--- config.mk ---
export PLATFORM = sky130hd
export DESIGN_NAME = sdze_top
export DESIGN_NICKNAME = d
export VERILOG_FILES = /design/src/design/sdze_pkg.sv /design/src/design/sdze_timer.sv /design/src/design/sdze_top.sv
export SDC_FILE = /design/constraint.sdc
export NUM_CORES = 1
export LEC_CHECK = 0
export BUFFER_PORTS_ARGS = -buffer_cell sky130_fd_sc_hd__buf_2
export CAP_MARGIN = 20
export CORE_AREA = 2 2 138 154
export CTS_CLUSTER_SIZE = 10
export DETAILED_ROUTE_END_ITERATION = 6
export DIE_AREA = 0 0 140 156
export GPL_TIMING_DRIVEN = 0
export PLACE_DENSITY_LB_ADDON = 0.08
export SLEW_MARGIN = 10
export SYNTH_ARGS = -nofsm -noshare
export SYNTH_HDL_FRONTEND = slang
export SYNTH_SLANG_ARGS = --single-unit
export TNS_END_PERCENT = 20
--- constraint.sdc ---
create_clock -name clk_i -period 5.95 [get_ports clk_i]
set_clock_uncertainty 0.2 [all_clocks]
set_input_delay 1.19 -clock clk_i [delete_from_list [all_inputs] [get_ports clk_i]]
set_output_delay 1.19 -clock clk_i [all_outputs]
set_load 0.1 [all_outputs]
--- src/design/sdze_pkg.sv ---
package sdze_pkg;

    // zone indices for the delayed zones
    localparam int ZONE_FIRST_DELAYED = 2;
    localparam int ZONE_LAST          = 4;
    localparam int NUM_DELAYED_ZONES  = 3;

    // timer settings are counted in milliseconds
    localparam int        CLK_MHZ         = 200;
    localparam int        TICK_NS         = 1000000;
    localparam int        CLK_PERIOD_NS   = 1000 / CLK_MHZ;
    localparam int        TICK_CYCLES_INT = TICK_NS / CLK_PERIOD_NS;
    localparam logic [17:0] TICK_CYCLES   = 18'(TICK_CYCLES_INT);
    localparam int        TIMER_W         = 16;
    localparam logic [TIMER_W-1:0] TIMER_ZERO = 16'h0000;

    // first-zone ground element selection
    localparam logic Z1G_MHO       = 1'b0;
    localparam logic Z1G_REACTANCE = 1'b1;

    // second-zone ground mode selection
    typedef enum logic [1:0] {
        SDZE_Z2G_DISTANCE = 2'b00,
        SDZE_Z2G_DIROC    = 2'b01,
        SDZE_Z2G_BOTH     = 2'b10
    } sdze_z2g_mode_type;

    // fourth-zone direction
    localparam logic Z4_FORWARD = 1'b0;
    localparam logic Z4_REVERSE = 1'b1;

    // reach-reset flag states
    typedef enum logic [1:0] {
        SDZE_RR_IDLE    = 2'b00,
        SDZE_RR_SET     = 2'b01,
        SDZE_RR_LOCKOUT = 2'b10
    } sdze_rr_state_type;

endpackage

--- src/design/sdze_timer.sv ---
`timescale 1ns/1ps
`default_nettype none
// pickup / dropout delay on one level; a zero setting passes the input straight
module sdze_timer
    import sdze_pkg::*;
(
    input  wire logic               clk_i,
    input  wire logic               rst_i,
    input  wire logic               tick_i,
    input  wire logic               in_i,
    input  wire logic [TIMER_W-1:0] pickup_i,
    input  wire logic [TIMER_W-1:0] dropout_i,
    output logic                    out_o
);
    logic [TIMER_W-1:0] cnt_q;
    logic               held_q;

    always_ff @(posedge clk_i or posedge rst_i) begin
        if (rst_i) begin
            cnt_q  <= TIMER_ZERO;
            held_q <= 1'b0;
        end else if (in_i != held_q) begin
            if ((held_q ? dropout_i : pickup_i) == TIMER_ZERO) begin
                // follow at once; a stale level here would let the output re-arm early
                held_q <= in_i;
                cnt_q  <= TIMER_ZERO;
            end else if (tick_i) begin
                if ((held_q ? dropout_i : pickup_i) <= cnt_q + 16'h0001) begin
                    held_q <= in_i;
                    cnt_q  <= TIMER_ZERO;
                end else begin
                    cnt_q <= cnt_q + 16'h0001;
                end
            end
        end else begin
            cnt_q <= TIMER_ZERO;
        end
    end

    // zero settings bypass the counting so the path is unchanged
    always_comb begin
        if (in_i && pickup_i == TIMER_ZERO)
            out_o = 1'b1;
        else if (!in_i && dropout_i == TIMER_ZERO)
            out_o = 1'b0;
        else
            out_o = held_q;
    end

    a_pickup_waits_tick: assert property (@(posedge clk_i) disable iff (rst_i) // RULE18
        ($rose(held_q) && $past(pickup_i) != TIMER_ZERO) |-> $past(tick_i))
        else $error("pickup completed without a tick");
endmodule
`default_nettype wire

--- src/design/sdze_top.sv ---
`timescale 1ns/1ps
`default_nettype none
// How it works
// RULE1 - step distance zone trips always run, whatever scheme is selected
// RULE2 - three delayed zones (two to four) beside instantaneous zone one
// RULE3 - per-zone phase and ground enables; disabled group never trips
// RULE4 - zones two to four have separate phase and ground delay timers
// RULE5 - zone four direction selectable forward or reverse
// RULE6 - zone one ground uses mho or reactance functions, selectable
// RULE7 - zone two ground uses distance, directional overcurrent, or both
// RULE8 - extension mode without reach reset routes zone two to instantaneous path
// RULE9 - once reclosing starts, true zone one returns until recloser resets
// RULE10 - internal recloser flag drives reach select; contact input then ignored
// RULE11 - flag sets at recloser initiate, clears only at recloser reset state
// RULE12 - in lockout flag holds until manual close then reset state
// RULE13 - reach reset output closed exactly while the flag is set; code registers it, so it follows the flag one clock late
// RULE14 - without internal recloser, external contact arrives on contact input three
// RULE15 - contact input stretched by settable dropout; zero passes unchanged
// RULE16 - momentary external contacts need dropout equal to recloser reclaim time
// RULE17 - every trip output gated by the fault detector
// RULE18 - delayed trip only after function held for the full pickup time; code counts free-running ms ticks, so hold may be up to 1 ms short
module sdze_top
    import sdze_pkg::*;
(
    input  wire logic                     clk_i,
    input  wire logic                     rst_i,
    // measuring function outputs, three per group
    input  wire logic [2:0]               z1_phase_i,
    input  wire logic [2:0]               z1_gnd_mho_i,
    input  wire logic [2:0]               z1_gnd_react_i,
    input  wire logic [2:0]               z2_phase_i,
    input  wire logic [2:0]               z2_gnd_i,
    input  wire logic                     ground_trip_overcurrent_i,
    input  wire logic                     negseq_trip_direction_i,
    input  wire logic                     ground_block_overcurrent_i,
    input  wire logic                     negseq_block_direction_i,
    input  wire logic [2:0]               z3_phase_i,
    input  wire logic [2:0]               z3_gnd_i,
    input  wire logic [2:0]               z4_phase_fwd_i,
    input  wire logic [2:0]               z4_phase_rev_i,
    input  wire logic [2:0]               z4_gnd_fwd_i,
    input  wire logic [2:0]               z4_gnd_rev_i,
    input  wire logic                     fault_detector_i,
    // settings
    input  wire logic [3:0]               phase_enable_i,
    input  wire logic [3:0]               gnd_enable_i,
    input  wire logic                     z1_gnd_select_i,
    input  wire sdze_z2g_mode_type        z2_gnd_mode_i,
    input  wire logic                     z4_direction_i,
    input  wire logic [3*TIMER_W-1:0]     phase_delay_i,
    input  wire logic [3*TIMER_W-1:0]     gnd_delay_i,
    input  wire logic                     extension_enable_i,
    input  wire logic                     internal_recloser_i,
    input  wire logic [TIMER_W-1:0]       stretch_dropout_i,
    // recloser events (same clock)
    input  wire logic                     recloser_initiate_i,
    input  wire logic                     recloser_reset_state_i,
    input  wire logic                     recloser_lockout_i,
    input  wire logic                     manual_close_i,
    // external contact (pin)
    input  wire logic                     contact_input_three_i,
    // outputs
    output logic                          trip_o,
    output logic [3:0]                    zone_trip_o,
    output logic                          reach_reset_output_o,
    output logic                          extension_active_o
);
    logic [1:0]        contact_sync_q;
    logic [17:0]       tick_cnt_q;
    logic              tick_q;
    sdze_rr_state_type rr_state_q;
    logic              manual_seen_q;
    logic              rr_flag;
    logic              ext_stretched;
    logic              reach_reset;
    logic              z1_gnd_sel;
    logic              z2_gnd_dist;
    logic              z2_gnd_dir;
    logic              z2_gnd_all;
    logic [2:0]        z4_phase_sel;
    logic [2:0]        z4_gnd_sel;
    logic [3:0]        phase_raw;
    logic [3:0]        gnd_raw;
    logic [2:0]        phase_delayed;
    logic [2:0]        gnd_delayed;
    logic              z1_true;
    logic              z2_inst;
    logic              zone_trip_selector;
    logic [3:0]        zone_d;
    logic [3:0]        zone_q;
    logic              trip_q;
    logic              rr_out_q;
    logic              ext_act_q;

    // pin input passes two flops before use
    always_ff @(posedge clk_i or posedge rst_i) begin
        if (rst_i)
            contact_sync_q <= 2'b00;
        else
            contact_sync_q <= {contact_sync_q[0], contact_input_three_i};
    end

    // millisecond tick shared by all timers
    always_ff @(posedge clk_i or posedge rst_i) begin
        if (rst_i) begin
            tick_cnt_q <= 18'h0_0000;
            tick_q     <= 1'b0;
        end else if (tick_cnt_q == TICK_CYCLES - 18'h0_0001) begin
            tick_cnt_q <= 18'h0_0000;
            tick_q     <= 1'b1;
        end else begin
            tick_cnt_q <= tick_cnt_q + 18'h0_0001;
            tick_q     <= 1'b0;
        end
    end

    // reach-reset flag of the internal recloser
    always_ff @(posedge clk_i or posedge rst_i) begin
        if (rst_i) begin
            rr_state_q    <= SDZE_RR_IDLE;
            manual_seen_q <= 1'b0;
        end else begin
            case (rr_state_q)
                SDZE_RR_IDLE: begin
                    manual_seen_q <= 1'b0;
                    if (recloser_initiate_i)
                        rr_state_q <= SDZE_RR_SET; // RULE11
                end
                SDZE_RR_SET: begin
                    // initiate wins over a reset in the same cycle
                    if (recloser_lockout_i)
                        rr_state_q <= SDZE_RR_LOCKOUT; // RULE12
                    else if (recloser_reset_state_i && !recloser_initiate_i)
                        rr_state_q <= SDZE_RR_IDLE; // RULE11
                end
                SDZE_RR_LOCKOUT: begin
                    if (manual_close_i)
                        manual_seen_q <= 1'b1;
                    // the reset state only counts once a manual close has already been seen
                    if (manual_seen_q && recloser_reset_state_i && !recloser_lockout_i)
                        rr_state_q <= SDZE_RR_IDLE; // RULE12
                end
                default: rr_state_q <= SDZE_RR_IDLE;
            endcase
        end
    end

    assign rr_flag = (rr_state_q != SDZE_RR_IDLE);

    // external contact stretch; only the dropout is timed
    sdze_timer u_recloser_contact_stretch_timer (
        .clk_i     (clk_i),
        .rst_i     (rst_i),
        .tick_i    (tick_q),
        .in_i      (contact_sync_q[1]),
        .pickup_i  (TIMER_ZERO),
        .dropout_i (stretch_dropout_i),
        .out_o     (ext_stretched)
    ); // RULE15 RULE14 RULE16

    // reach_select_gate: internal flag or stretched contact
    assign reach_reset = internal_recloser_i ? rr_flag : ext_stretched; // RULE10

    // ground element selection
    assign z1_gnd_sel  = (z1_gnd_select_i == Z1G_REACTANCE) ? |z1_gnd_react_i : |z1_gnd_mho_i; // RULE6
    assign z2_gnd_dist = |z2_gnd_i;
    // directional overcurrent trips on trip elements unless block elements see reverse
    assign z2_gnd_dir  = ground_trip_overcurrent_i && negseq_trip_direction_i
                         && !(ground_block_overcurrent_i && negseq_block_direction_i);

    always_comb begin
        case (z2_gnd_mode_i)
            SDZE_Z2G_DISTANCE: z2_gnd_all = z2_gnd_dist; // RULE7
            SDZE_Z2G_DIROC:    z2_gnd_all = z2_gnd_dir; // RULE7
            SDZE_Z2G_BOTH:     z2_gnd_all = z2_gnd_dist || z2_gnd_dir; // RULE7
            default:           z2_gnd_all = 1'b0;
        endcase
    end

    assign z4_phase_sel = (z4_direction_i == Z4_REVERSE) ? z4_phase_rev_i : z4_phase_fwd_i; // RULE5
    assign z4_gnd_sel   = (z4_direction_i == Z4_REVERSE) ? z4_gnd_rev_i : z4_gnd_fwd_i; // RULE5

    // enables applied before the timers so a disabled group cannot trip
    assign phase_raw = phase_enable_i & {|z4_phase_sel, |z3_phase_i, |z2_phase_i, |z1_phase_i}; // RULE3
    assign gnd_raw   = gnd_enable_i & {|z4_gnd_sel, |z3_gnd_i, z2_gnd_all, z1_gnd_sel}; // RULE3

    // two independent timers for each delayed zone
    genvar gz;
    generate
        for (gz = 0; gz < NUM_DELAYED_ZONES; gz++) begin : g_zone
            sdze_timer u_phase_timer (
                .clk_i     (clk_i),
                .rst_i     (rst_i),
                .tick_i    (tick_q),
                .in_i      (phase_raw[gz+1]),
                .pickup_i  (phase_delay_i[gz*TIMER_W +: TIMER_W]),
                .dropout_i (TIMER_ZERO),
                .out_o     (phase_delayed[gz])
            ); // RULE4 RULE18 RULE2
            sdze_timer u_gnd_timer (
                .clk_i     (clk_i),
                .rst_i     (rst_i),
                .tick_i    (tick_q),
                .in_i      (gnd_raw[gz+1]),
                .pickup_i  (gnd_delay_i[gz*TIMER_W +: TIMER_W]),
                .dropout_i (TIMER_ZERO),
                .out_o     (gnd_delayed[gz])
            ); // RULE4 RULE18 RULE2
        end
    endgenerate

    assign z1_true = phase_raw[0] || gnd_raw[0];
    assign z2_inst = phase_raw[1] || gnd_raw[1];
    // zone_trip_selector: true zone one always trips; with extension enabled, zone two joins it until reach reset rises
    assign zone_trip_selector = z1_true
                                || (extension_enable_i && !reach_reset && z2_inst); // RULE8 RULE9 RULE1

    // step distance paths are never switched off by scheme choice
    assign zone_d = {phase_delayed[2] || gnd_delayed[2],
                     phase_delayed[1] || gnd_delayed[1],
                     phase_delayed[0] || gnd_delayed[0],
                     zone_trip_selector}; // RULE1

    // final_trip_gate: fault detector supervises every trip output
    always_ff @(posedge clk_i or posedge rst_i) begin
        if (rst_i) begin
            zone_q <= 4'h0;
            trip_q <= 1'b0;
        end else begin
            zone_q <= zone_d & {4{fault_detector_i}}; // RULE17
            trip_q <= (|zone_d) && fault_detector_i; // RULE17
        end
    end

    always_ff @(posedge clk_i or posedge rst_i) begin
        if (rst_i) begin
            rr_out_q  <= 1'b0;
            ext_act_q <= 1'b0;
        end else begin
            rr_out_q  <= rr_flag; // RULE13
            ext_act_q <= extension_enable_i && !reach_reset;
        end
    end

    assign trip_o               = trip_q;
    assign zone_trip_o          = zone_q;
    assign reach_reset_output_o = rr_out_q;
    assign extension_active_o   = ext_act_q;

    // supervision, flag and selector checks
    a_trip_needs_fault: assert property (@(posedge clk_i) disable iff (rst_i) // RULE17
        trip_o |-> $past(fault_detector_i))
        else $error("trip without fault detector");
    a_zone_needs_fault: assert property (@(posedge clk_i) disable iff (rst_i) // RULE17
        (|zone_trip_o) |-> $past(fault_detector_i))
        else $error("zone trip without fault detector");
    a_trip_any_zone: assert property (@(posedge clk_i) disable iff (rst_i) // RULE17
        trip_o == (|zone_trip_o))
        else $error("trip and zone outputs disagree");
    a_rr_output_follows: assert property (@(posedge clk_i) disable iff (rst_i) // RULE13
        ##1 (reach_reset_output_o == $past(rr_state_q != SDZE_RR_IDLE)))
        else $error("reach reset output mismatch");
    a_rr_sets_on_init: assert property (@(posedge clk_i) disable iff (rst_i) // RULE11
        recloser_initiate_i |=> rr_flag)
        else $error("flag not set on initiate");
    a_rr_clear_on_reset: assert property (@(posedge clk_i) disable iff (rst_i) // RULE11
        ($past(rr_flag) && !rr_flag) |-> $past(recloser_reset_state_i))
        else $error("flag cleared without reset");
    a_lockout_holds_flag: assert property (@(posedge clk_i) disable iff (rst_i) // RULE12
        (rr_state_q == SDZE_RR_LOCKOUT && !manual_seen_q) |=> rr_flag)
        else $error("lockout dropped flag");
    a_lockout_exit_manual: assert property (@(posedge clk_i) disable iff (rst_i) // RULE12
        ($past(rr_state_q) == SDZE_RR_LOCKOUT && !rr_flag) |-> $past(manual_seen_q))
        else $error("lockout left without manual close");
    a_extension_routes_z2: assert property (@(posedge clk_i) disable iff (rst_i) // RULE8
        (extension_enable_i && !reach_reset && z2_inst && fault_detector_i) |=> zone_trip_o[0])
        else $error("zone two not instantaneous");
    a_reset_restores_z1: assert property (@(posedge clk_i) disable iff (rst_i) // RULE9
        (reach_reset && !z1_true) |=> !zone_trip_o[0])
        else $error("zone one not restored");
    a_z1_always_trips: assert property (@(posedge clk_i) disable iff (rst_i) // RULE1
        (z1_true && fault_detector_i) |=> zone_trip_o[0])
        else $error("zone one trip suppressed");
    a_internal_ignores_contact: assert property (@(posedge clk_i) disable iff (rst_i) // RULE10
        internal_recloser_i |-> (reach_reset == rr_flag))
        else $error("contact used with internal recloser");
    a_disabled_no_trip: assert property (@(posedge clk_i) disable iff (rst_i) // RULE3
        (!phase_enable_i[0] && !gnd_enable_i[0] && !extension_enable_i) |=> !zone_trip_o[0])
        else $error("disabled zone tripped");
    a_delayed_needs_input: assert property (@(posedge clk_i) disable iff (rst_i) // RULE18
        phase_delayed[0] |-> phase_raw[1])
        else $error("delayed trip without function");
    a_gnd_needs_input: assert property (@(posedge clk_i) disable iff (rst_i) // RULE18
        gnd_delayed[0] |-> gnd_raw[1])
        else $error("delayed ground trip without function");
    a_stretch_follows_pin: assert property (@(posedge clk_i) disable iff (rst_i) // RULE15
        contact_sync_q[1] |-> ext_stretched)
        else $error("contact input not passed");
    a_stretch_zero_drop: assert property (@(posedge clk_i) disable iff (rst_i) // RULE15
        (stretch_dropout_i == TIMER_ZERO) |-> (ext_stretched == contact_sync_q[1]))
        else $error("zero dropout changed contact");
    a_dir_oc_blocked: assert property (@(posedge clk_i) disable iff (rst_i) // RULE7
        (z2_gnd_mode_i == SDZE_Z2G_DIROC && ground_block_overcurrent_i && negseq_block_direction_i) |-> !z2_gnd_all)
        else $error("blocked directional ground tripped");
endmodule
`default_nettype wire

=== Word-level counts from Yosys, hierarchy flattened ===
Index checks and enable logic that the tools add are counted.

* Add/subtract/negate cells: 8
* Muxes and demuxes: 84
* Equal/unequal tests: 23
* Div/mod/pow operators: 0
* $mul: 0
* Magnitude comparators: 7
* Bitwise gates (word level): 3
* Reductions and logical operators: 79
* Shift operators: 0

{| class="wikitable"
|+ Operators by type and width
! cell !! number
|-
| $mux 16 || 35
|-
| $logic_not 16->1 || 14
|-
| $add 16x1->16 const B || 7
|-
| $le 16x16->1 || 7
|-
| $mux 1 || 39
|-
| $reduce_bool 2->1 || 16
|-
| $reduce_or 3->1 || 9
|-
| $ne 3x3->1 const B || 8
|-
| $reduce_and 3->1 || 8
|-
| $add 18x1->18 const B || 1
|-
| $eq 18x18->1 const B || 1
|-
| $mux 18 || 1
|-
| $logic_and 1x1->1 || 16
|-
| $and 4x4->4 || 3
|-
| $mux 2 || 4
|-
| $logic_or 1x1->1 || 7
|-
| $ne 1x1->1 || 7
|-
| $mux 3 || 2
|-
| $ne 2x2->1 const B || 3
|-
| $pmux 2 s3 || 1
|-
| $logic_not 1->1 || 5
|-
| $eq 2x1->1 const B || 2
|-
| $eq 2x2->1 const B || 2
|-
| $logic_not 2->1 || 2
|-
| other kinds (4) || 4
|}

* Input port bits: 171
* Bits in latches: 0
* Register bits after elaboration: 150
* Bits in writable memories: 0
* Memory bits (read-only): 0
* Memories: 0

=== Depth between registers and ports, before layout ===
Gate-level depths: netlist (run 1).

* Word-level depth: 11
* Depth in mapped cells: 16

=== By module ===
From an unflattened synthesis (run 1), not the netlist that was laid out.

* Cell total of the unflattened synthesis: 1536
* Area, all modules: 13349.1 um^2

{| class="wikitable"
|+ Modules (own cells, without submodules)
! module !! instances !! cells each !! sequential area each (um^2) !! area an instance (um^2)
|-
| sdze_timer (g_zone[0].u_gnd_timer ...) || 5 || 201 || 425.4 || 1694.1
|-
| sdze_timer (g_zone[1].u_gnd_timer) || 1 || 198 || 425.4 || 1711.6
|-
| sdze_timer (g_zone[1].u_phase_timer) || 1 || 201 || 425.4 || 1689.1
|-
| sdze_top || 1 || 132 || 775.7 || 1477.7
|}

=== Least setup slack after synthesis (run 1) ===
No wires, ideal clock.

* Kind: register to register
* From: reg g_zone[0].u_gnd_timer.cnt_q[4]
* To: reg g_zone[0].u_gnd_timer.cnt_q[7]
* Stages on the path, launching flop included: 16
* Path buffers: 1
* Library setup time: 0.087 ns
* Setup slack: 2.332 ns
* Arrival time: 3.331 ns
* Period minus slack after synthesis: 3.618 ns
* Cell sequence: dfrtp_1 > nand2_1 > or3_1 > nor2b_1 > nand4_1 > or2_2 > and2_1 > ha_1 > and4_1 > nand2_1 > a221oi_1 > a2111oi_0 > or3_1 > clkbuf_2 > or3_1 > o211ai_1

* Word-level cells in the longest chain between the ends: 6

{| class="wikitable"
|+ RTL lines
! element !! line !! text
|-
| start: declaration || sdze_timer.sv:15 || <nowiki>logic [TIMER_W-1:0] cnt_q;</nowiki>
|-
| start signal: assignment || sdze_timer.sv:32 || <nowiki>cnt_q <= cnt_q + 16'h0001;</nowiki>
|-
| $add 16x1->16 (*) || sdze_timer.sv:28, sdze_timer.sv:32 ||
|-
| $le 16x16->1 || sdze_timer.sv:28 || <nowiki>if ((held_q ? dropout_i : pickup_i) <= cnt_q + 16'h0001) begin</nowiki>
|-
| $mux 16 (*) || sdze_timer.sv:28 ||
|-
| $mux 16 (*) || sdze_timer.sv:27 || <nowiki>end else if (tick_i) begin</nowiki>
|-
| $mux 16 (*) || sdze_timer.sv:23 || <nowiki>if ((held_q ? dropout_i : pickup_i) == TIMER_ZERO) begin</nowiki>
|-
| $mux 16 (*) || sdze_timer.sv:22 || <nowiki>end else if (in_i != held_q) begin</nowiki>
|}

Every way passes the cells marked *; elsewhere a longest branch is shown, timed or not. The select of a mux whose other input is x is not followed.
A chain may end at the register's enable or synchronous reset.

=== Worst setup path in the final report (run 1) ===
* From: reg g_zone[0].u_gnd_timer.cnt_q[4]
* To: reg g_zone[0].u_gnd_timer.cnt_q[2]

* Word-level cells in the longest chain between the ends: 6

{| class="wikitable"
|+ RTL lines
! element !! line
|-
| $add 16x1->16 || sdze_timer.sv:28
|-
| $le 16x16->1 || sdze_timer.sv:28
|-
| $mux 16 || sdze_timer.sv:28
|-
| $mux 16 || sdze_timer.sv:27
|-
| $mux 16 || sdze_timer.sv:23
|-
| $mux 16 || sdze_timer.sv:22
|}

Every way passes these cells. The select of a mux whose other input is x is not followed.

==> impl_metrics.tcl, run 1 <==
set metrics [dict create \
    outcome "finished, violations left" \
    violations "design-rule violations" \
    final.period_utilization 0.720 \
    drc 15 \
    antenna_left 0 \
    drive_gt1_frac 0.146 \
    use_met2 0.464 \
    drv_slew 0 \
    cts_resized 0 \
    die_h_um 156 \
    htreeDepth 4 \
    path_class "reg -> reg" \
    cts.sinks 150 \
    rsz0062_at_grt "false" \
    synth-seq-cells 150 \
    critPathCaptureType "flip-flop" \
    switching_share 0.258 \
    syn_area_um2 11800 \
    grt_max_degree 92 \
    antenna_found_initial 1 \
    top_usage_layer "met2" \
    die_area_um2 21800 \
    drv_cap 0 \
    yosysSeqAreaShare 0.318 \
    ir_worst_vdd_v 0.000193 \
    comb_power_share 0.137 \
    async_reset_ff_frac 1.00 \
    p_leak_nw 6.02 \
    multi_input_area_um2 7750 \
    first_pass_iters 7 \
    grt_remaining_overflow 0 \
    pin_count 178 \
    cts_tree "done" \
    critPathArrivalTime_ps 4400 \
    die_x_um 140 \
    holdBufCountCts 0 \
    synthToLayoutAreaGrowth_pct 15.4 \
    wirelength_mm 28.4 \
    hold_viol 0 \
    synth_edf_count 0 \
    fin_ws_ps 1670 \
    grt_util_met3 0.0424 \
    clk_path_buf_depth 2 \
    yosys_warnings 0 \
    dp_slack_ps 1650 \
    synth_mux_area_frac 0.00265 \
    synth_ff_type "dfrtp_1" \
    powerDensity_nw_per_um2 180 \
    numCtsBuffers 17 \
    grt_first_pass_wirelength_mm 47.4 \
    register_area_um2 3750 \
    holdCritPathClass "reg -> reg" \
    vias 10700 \
    syn_area_per_cell_um2 8.45 \
    cts_root_buffer "clkbuf_16" \
    p_int_mw 1.81 \
    grtUsageMet1 0.341 \
    core_um2 20300 \
    yosysTopAreaCellShare 0.318 \
    fin_crit_ps 4290 \
    clock_latency_ps 420 \
    portBuffers 177 \
    startpoint_type "flip-flop" \
    fmaxAchievable_mhz 233 \
    gp_congestion 0.918 \
    hpwl_mm 22.2 \
    finalSetupViolCount 0 \
    p_switching_mw 0.631 \
    cts_setup_buffers 0 \
    detail_route.iter0.violations 502 \
    seq_power_share 0.427 \
    power_mw 2.45 \
    grt_pass1_vias 10200 \
    slew_headroom 0.397 \
    yosys.area_share.simple 0.305 \
    synth_adder_area_share 0.134 \
    nets 1891 \
    rows 55 \
    clkPwrFrac 0.436 \
    antenna_cells 0 \
    start_util 0.581 \
    synth.distinct_cells 69 \
    synthCells 1396 \
    clkSlewWorstSetupHoldPaths_ps 60 \
    path_max_fanout 10 \
    synth_top_area_cell "dfrtp_1" \
    synth_compound_area_frac 0.151 \
    crit_required_ps 6060 \
    post_drt_via_cell_ratio 5.77 \
    synth_top_family_by_area "simple AND/OR/NAND/NOR gates" \
    synth_xor_xnor_area_share 0.0646 \
    worstMarginPinSlew_ps 897 \
    holdWs_ps 152 \
    synth_area_leaders "dfrtp_1 (32%), ha_1 (13%), nor2b_1 (6.1%), nand2_1 (5.1%), xor2_1 (3.9%)" \
    post_drt_wl_per_cell_um 15.3 \
    fillers 1649 \
    synth_nets 1693 \
    tns_ps 0 \
    grt_usage 0.262 \
]
Yosys cell counts (all sizes together), types with 14 or more instances:
cell and number:
and3 17, inv 40, xor2 52, clkbuf 32, o31ai 14, a21oi 61
nor2b 116, ha 126, o21ai 93, nand3 78, xnor2 35, or3 16
nor2 93, and2 46, a21o 32, nor3 22, and4 20, dfrtp 150
nor4 29, nand4 40, nand2 161
worst paths after layout:
path / start / end / slack (ps) / depth (start not counted)
max in group asynchronous: rst_i / contact_sync_q[0] / 4180 / 3
min in group asynchronous: rst_i / zone_trip_o[2] / 590 / 2
setup reg to reg: g_zone[0].u_gnd_timer.cnt_q[4] / g_zone[0].u_gnd_timer.cnt_q[2] / 1670 / 16
hold / removal: contact_sync_q[0] / contact_sync_q[1] / 150 / 0
hold reg to reg: contact_sync_q[0] / contact_sync_q[1] / 150 / 0
setup / recovery: g_zone[0].u_gnd_timer.cnt_q[4] / g_zone[0].u_gnd_timer.cnt_q[2] / 1670 / 16
kinds of logic after synthesis:
kind of cell | after synthesis
simple gates | 679
compound gates | 274
flops | 150
fa+ha+maj | 126
xor+xnor | 87
buf+inv | 77
mux | 3
layout by cell type, fill, tap and decap left out, drive strengths merged, types with 6 or more instances in the layout:
cell type / netlist / final
o211ai: 11 / 11
nor4: 29 / 29
o41ai: 9 / 9
xor2: 52 / 52
nor2: 93 / 93
dfrtp: 150 / 150
buf: 5 / 184
nand2b: 11 / 11
and4: 20 / 20
nand3: 78 / 78
inv: 40 / 40
xnor2: 35 / 35
a21oi: 61 / 61
or3: 16 / 16
or2: 11 / 11
and3: 17 / 17
nor3: 22 / 22
a2bb2oi: 8 / 8
nand2: 161 / 161
and2: 46 / 46
nor2b: 116 / 116
o21ai: 93 / 93
ha: 126 / 126
clkbuf: 32 / 55
nand4: 40 / 40
a21o: 32 / 32
a211oi: 6 / 6
o31ai: 14 / 14
flip-flops by register name, indices dropped and copies added (netlist names), 2 cells and up:
signal	flops
u_recloser_contact_stretch_timer.cnt_q	16
g_zone.u_gnd_timer.held_q	3
tick_cnt_q	18
g_zone.u_phase_timer.cnt_q	48
g_zone.u_phase_timer.held_q	3
rr_state_q	2
g_zone.u_gnd_timer.cnt_q	48
contact_sync_q	2
zone_trip_o	4
worst max-delay path, cell delays in order, from the launching register on:
cell       delay [ps]
dfrtp_1           400
nand2_1           120
or3_1             470
nor2b_1           260
nand4_1           140
or2_2             300
and2_1            170
ha_1              280
and4_1            220
nand2_1            80
a221oi_1           50
a2111oi_0         620
or3_1             200
clkbuf_2          190
buf_2             250
a21oi_1            70
a21o_1            150
stage by stage:
step | utilization | area, um2 | instances
after floorplan | - | 11800 | 1396
after global placement | 0.641 | 13000 | 1829
after detailed placement | 0.643 | 13000 | 1831
after CTS | 0.671 | 13600 | 1862
after global routing | 0.671 | 13600 | 1862
final | 0.671 | 13600 | 1862
final cells by class:
class                           count  share of cell area
Buffer                             37              0.0111
Clock buffer                       23              0.0351
Clock inverter                      8             0.00725
Inverter                           40              0.0116
Multi-Input combinational cell   1169               0.569
Sequential cell                   150               0.275
Tap cell                          256              0.0235
Timing Repair Buffer              179              0.0674
power groups by stage:
stage | Combinational (mW) | Clock (mW) | Sequential (mW)
after CTS | 0.338 | 1.08 | 1.05
after global routing | 0.377 | 1.13 | 1.05
after floorplan | 0.168 | 0 | 1.11
after detailed placement | 0.336 | 0 | 1.06
after global placement | 0.325 | 0 | 1.06
final | 0.335 | 1.07 | 1.05
metal layers:
| layer | vias up | routed length (um) |
|---|---|---|
| met5 | - | 16 |
| met2 | 238 | 13900 |
| met4 | 2 | 293 |
| met3 | 27 | 1240 |
| met1 | 5047 | 13000 |
| li1 | 5426 | - |
Power figures use the tool's default switching activity.
==> run 2, diff against run 1 <==
--- a/config.mk
+++ b/config.mk
@@ -5,12 +5,13 @@
 export SDC_FILE = /design/constraint.sdc
 export NUM_CORES = 1
 export LEC_CHECK = 0
+export ABC_AREA = 1
 export BUFFER_PORTS_ARGS = -buffer_cell sky130_fd_sc_hd__buf_2
 export CAP_MARGIN = 20
-export CORE_AREA = 2 2 138 154
+export CORE_AREA = 2 2 146 162
 export CTS_CLUSTER_SIZE = 10
 export DETAILED_ROUTE_END_ITERATION = 6
-export DIE_AREA = 0 0 140 156
+export DIE_AREA = 0 0 148 164
 export GPL_TIMING_DRIVEN = 0
 export PLACE_DENSITY_LB_ADDON = 0.08
 export SLEW_MARGIN = 10
==> constraint.sdc (replaced) <==
create_clock -name clk_i -period 4.5 [get_ports clk_i]
set_clock_uncertainty 0.2 [all_clocks]
set_input_delay 0.9 -clock clk_i [delete_from_list [all_inputs] [get_ports clk_i]]
set_output_delay 0.9 -clock clk_i [all_outputs]
set_load 0.1 [all_outputs]
==> run 2 against run 1 <==
Compared with the run above: final area increased by 12%; the flow now finishes without violations; utilization increased by 0.58 points; area after synthesis increased by 14%; critical path type unchanged; cell count increased by 39%; sequential share of layout area decreased by 3.1 points; clock-buffer cell count increased by 2; routed wire length increased by 12%; sequential power increased by 31%; maximum frequency increased by 38%; die area increased by 11%.
==> impl_metrics.tcl, run 2 <==
set metrics [dict create \
    finalSetupViolCount 0 \
    worstPathCellList "ha_1, nand2_1, inv_1, nand3_2, nor2_4, nand3_1, or2_0, nand2_1, inv_1, ha_1, nand4_1, nor2_1, nand2_1, a21oi_2, buf_4, nand3_1, nand2_1" \
    rows 58 \
    slew_headroom 0.502 \
    gp_congestion 0.885 \
    htreeDepth 4 \
    detail_route.iter0.violations 638 \
    hold_viol 0 \
    path_max_fanout 10 \
    fin_crit_ps 3100 \
    clock_latency_ps 430 \
    grt_usage 0.273 \
    crit_required_ps 4660 \
    p_leak_nw 8.25 \
    post_drt_wl_per_cell_um 12.3 \
    grt_max_degree 39 \
    synth.distinct_cells 52 \
    crit_path_frequent_cell "nand2_1" \
    tns_ps 0 \
    antenna_cells 0 \
    numCtsBuffers 17 \
    nets 2572 \
    critPathCaptureType "flip-flop" \
    final.period_utilization 0.690 \
    die_x_um 148 \
    cts_setup_buffers 0 \
    fmaxAchievable_mhz 322 \
    reg2regPathDepth 17 \
    vias 13300 \
    antenna_found_initial 0 \
    fin_ws_ps 1400 \
    synthToLayoutAreaGrowth_pct 14.0 \
    r2r-end "u_recloser_contact_stretch_timer.cnt_q[0]" \
    clk_path_buf_depth 2 \
    rrSetupSlack_ps 1400 \
    stdcell_count 2585 \
    post_drt_via_cell_ratio 5.15 \
    die_area_um2 24300 \
    first_pass_iters 7 \
    portBuffers 177 \
    placed_area_um2 14800 \
    core_um2 22600 \
    startpoint_type "flip-flop" \
    rsz0062_at_grt "false" \
    synthMostInstantiatedCell "nand2_1" \
    drv_cap 0 \
    yosys_warnings 0 \
    synthCells 2075 \
    synth_edf_count 0 \
    crit_slowest_cell "dfrtp_1" \
    grt_first_pass_wirelength_mm 55.2 \
    holdBufCountCts 0 \
    drive_gt1_frac 0.130 \
    holdCritPathClass "reg -> reg" \
    fin_area_um2 15300 \
    yosysTopAreaCellShare 0.279 \
    r2r-start "u_recloser_contact_stretch_timer.cnt_q[0]" \
    cts.sinks 150 \
    clkSlewWorstSetupHoldPaths_ps 60 \
    max_stage_delay_ps 400 \
    pin_count 178 \
    critPathArrivalTime_ps 3270 \
    synth_ff_type "dfrtp_1" \
    holdWs_ps 159 \
    outcome "completed" \
    die_h_um 164 \
    cts_tree "done" \
    final_cell_mix "nand2_1 (581), inv_1 (349), nor2_1 (306), buf_2 (188), dfrtp_1 (150)" \
    start_util 0.594 \
    path_class "reg -> reg" \
    hpwl_mm 25.8 \
    biggestRegsByFlops "g_zone.u_gnd_timer.cnt_q: 48 flops, g_zone.u_phase_timer.cnt_q: 48 flops, tick_cnt_q: 18 flops" \
    synth_area_leaders "dfrtp_1 (28%), nand2_1 (16%), ha_1 (12%), inv_1 (9.8%), nor2_1 (8.5%)" \
    drv_slew 0 \
    grt_pass1_vias 12800 \
    cp-startpoint "u_recloser_contact_stretch_timer.cnt_q[0]" \
    ir_worst_vdd_v 0.000250 \
    synth-seq-cells 150 \
    final_common_cell "nand2_1" \
    synth_common_cells "nand2_1 (581), inv_1 (350), nor2_1 (306)" \
    drc 0 \
    grt_remaining_overflow 0 \
    synth_nets 2372 \
    cp-endpoint "u_recloser_contact_stretch_timer.cnt_q[0]" \
    synth_top_area_cell "dfrtp_1" \
    dp_slack_ps 1410 \
    async_reset_ff_frac 1.00 \
    cts_resized 0 \
    yosysSeqAreaShare 0.279 \
    wirelength_mm 31.8 \
    worstMarginPinSlew_ps 746 \
    powerDensity_nw_per_um2 214 \
    cts_root_buffer "clkbuf_16" \
    syn_area_per_cell_um2 6.48 \
    dp_cells 2556 \
    antenna_left 0 \
    syn_area_um2 13400 \
]
==> run 2: cell count changes in the layout (fill, tap and decap cells not counted), moves of 26 or more <==
cell | previous run | this run
nand2_1 | 161 | 581
inv_1 | 39 | 349
nor2_1 | 92 | 306
nor2b_1 | 116 | 2
nand3_1 | 77 | 136
o21ai_0 | 89 | 39
and2_1 | 45 | 2
o21ai_1 | 4 | 35
a21o_1 | 32 | 5
nand4_1 | 40 | 67
nor4_1 | 29 | 3
==> run 2: layer usage <==
layer	track usage	part of all wire	up-vias
met4	0.0983	0.023	0
met1	0.335	0.44	6037
met2	0.488	0.49	313
li1	-	-	6906
met5	0	0	-
met3	0.0386	0.043	57
==> run 2: cells by family (layout without fill, tap and decap cells) <==
family | count (synthesis) | in the layout | share of synthesized area
AOI/OAI and AO/OA | 163 | 163 | 0.0700
xor gates and xnor gates | 63 | 63 | 0.0411
adders and majority gates | 126 | 126 | 0.117
buffers and inverters | 397 | 607 | 0.116
DFF | 150 | 150 | 0.279
and+or+nand+nor | 1176 | 1176 | 0.376
==> run 2: critical path, delay by kind of cell, from the launching register on <==
| kind | cells | cell delay, ps |
|---|---|---|
| AO/OA/AOI/OAI | 1 | 350 |
| buffers and inverters | 3 | 390 |
| adder cells (fa/ha/maj) | 2 | 480 |
| flip-flops | 1 | 400 |
| AND/OR/NAND/NOR | 11 | 1230 |
==> run 2: stage by stage <==
stage	power (mW)	util
CTS	3.31	0.677
global route	3.45	0.677
floorplan	1.78	-
detailed placement	1.98	0.653
global placement	1.95	0.650
finish	3.28	0.677
==> run 2: final cells by class <==
type	instances	area, um2
Buffer	36	206
Clock buffer	25	485
Clock inverter	4	47.5
Fill cell	2072	7310
Inverter	361	1360
Multi-Input combinational cell	1528	8120
Sequential cell	150	3750
Tap cell	300	375
Timing Repair Buffer	181	973
==> run 2: worst min path at each step <==
stage | from | end | cells past startpoint
finish | contact_sync_q[0] | contact_sync_q[1] | 0
global route | contact_sync_q[0] | contact_sync_q[1] | 0
CTS | contact_sync_q[0] | contact_sync_q[1] | 0
detailed placement | contact_sync_q[0] | contact_sync_q[1] | 0
global placement | contact_sync_q[0] | contact_sync_q[1] | 0
floorplan | contact_sync_q[0] | contact_sync_q[1] | 0
==> run 2: report_power, final <==
| group | internal [mW] | switching (mW) | total (mW) |
|---|---|---|---|
| Clock | 0.793 | 0.529 | 1.32 |
| Sequential | 1.37 | 0.0117 | 1.38 |
| Combinational | 0.206 | 0.368 | 0.574 |
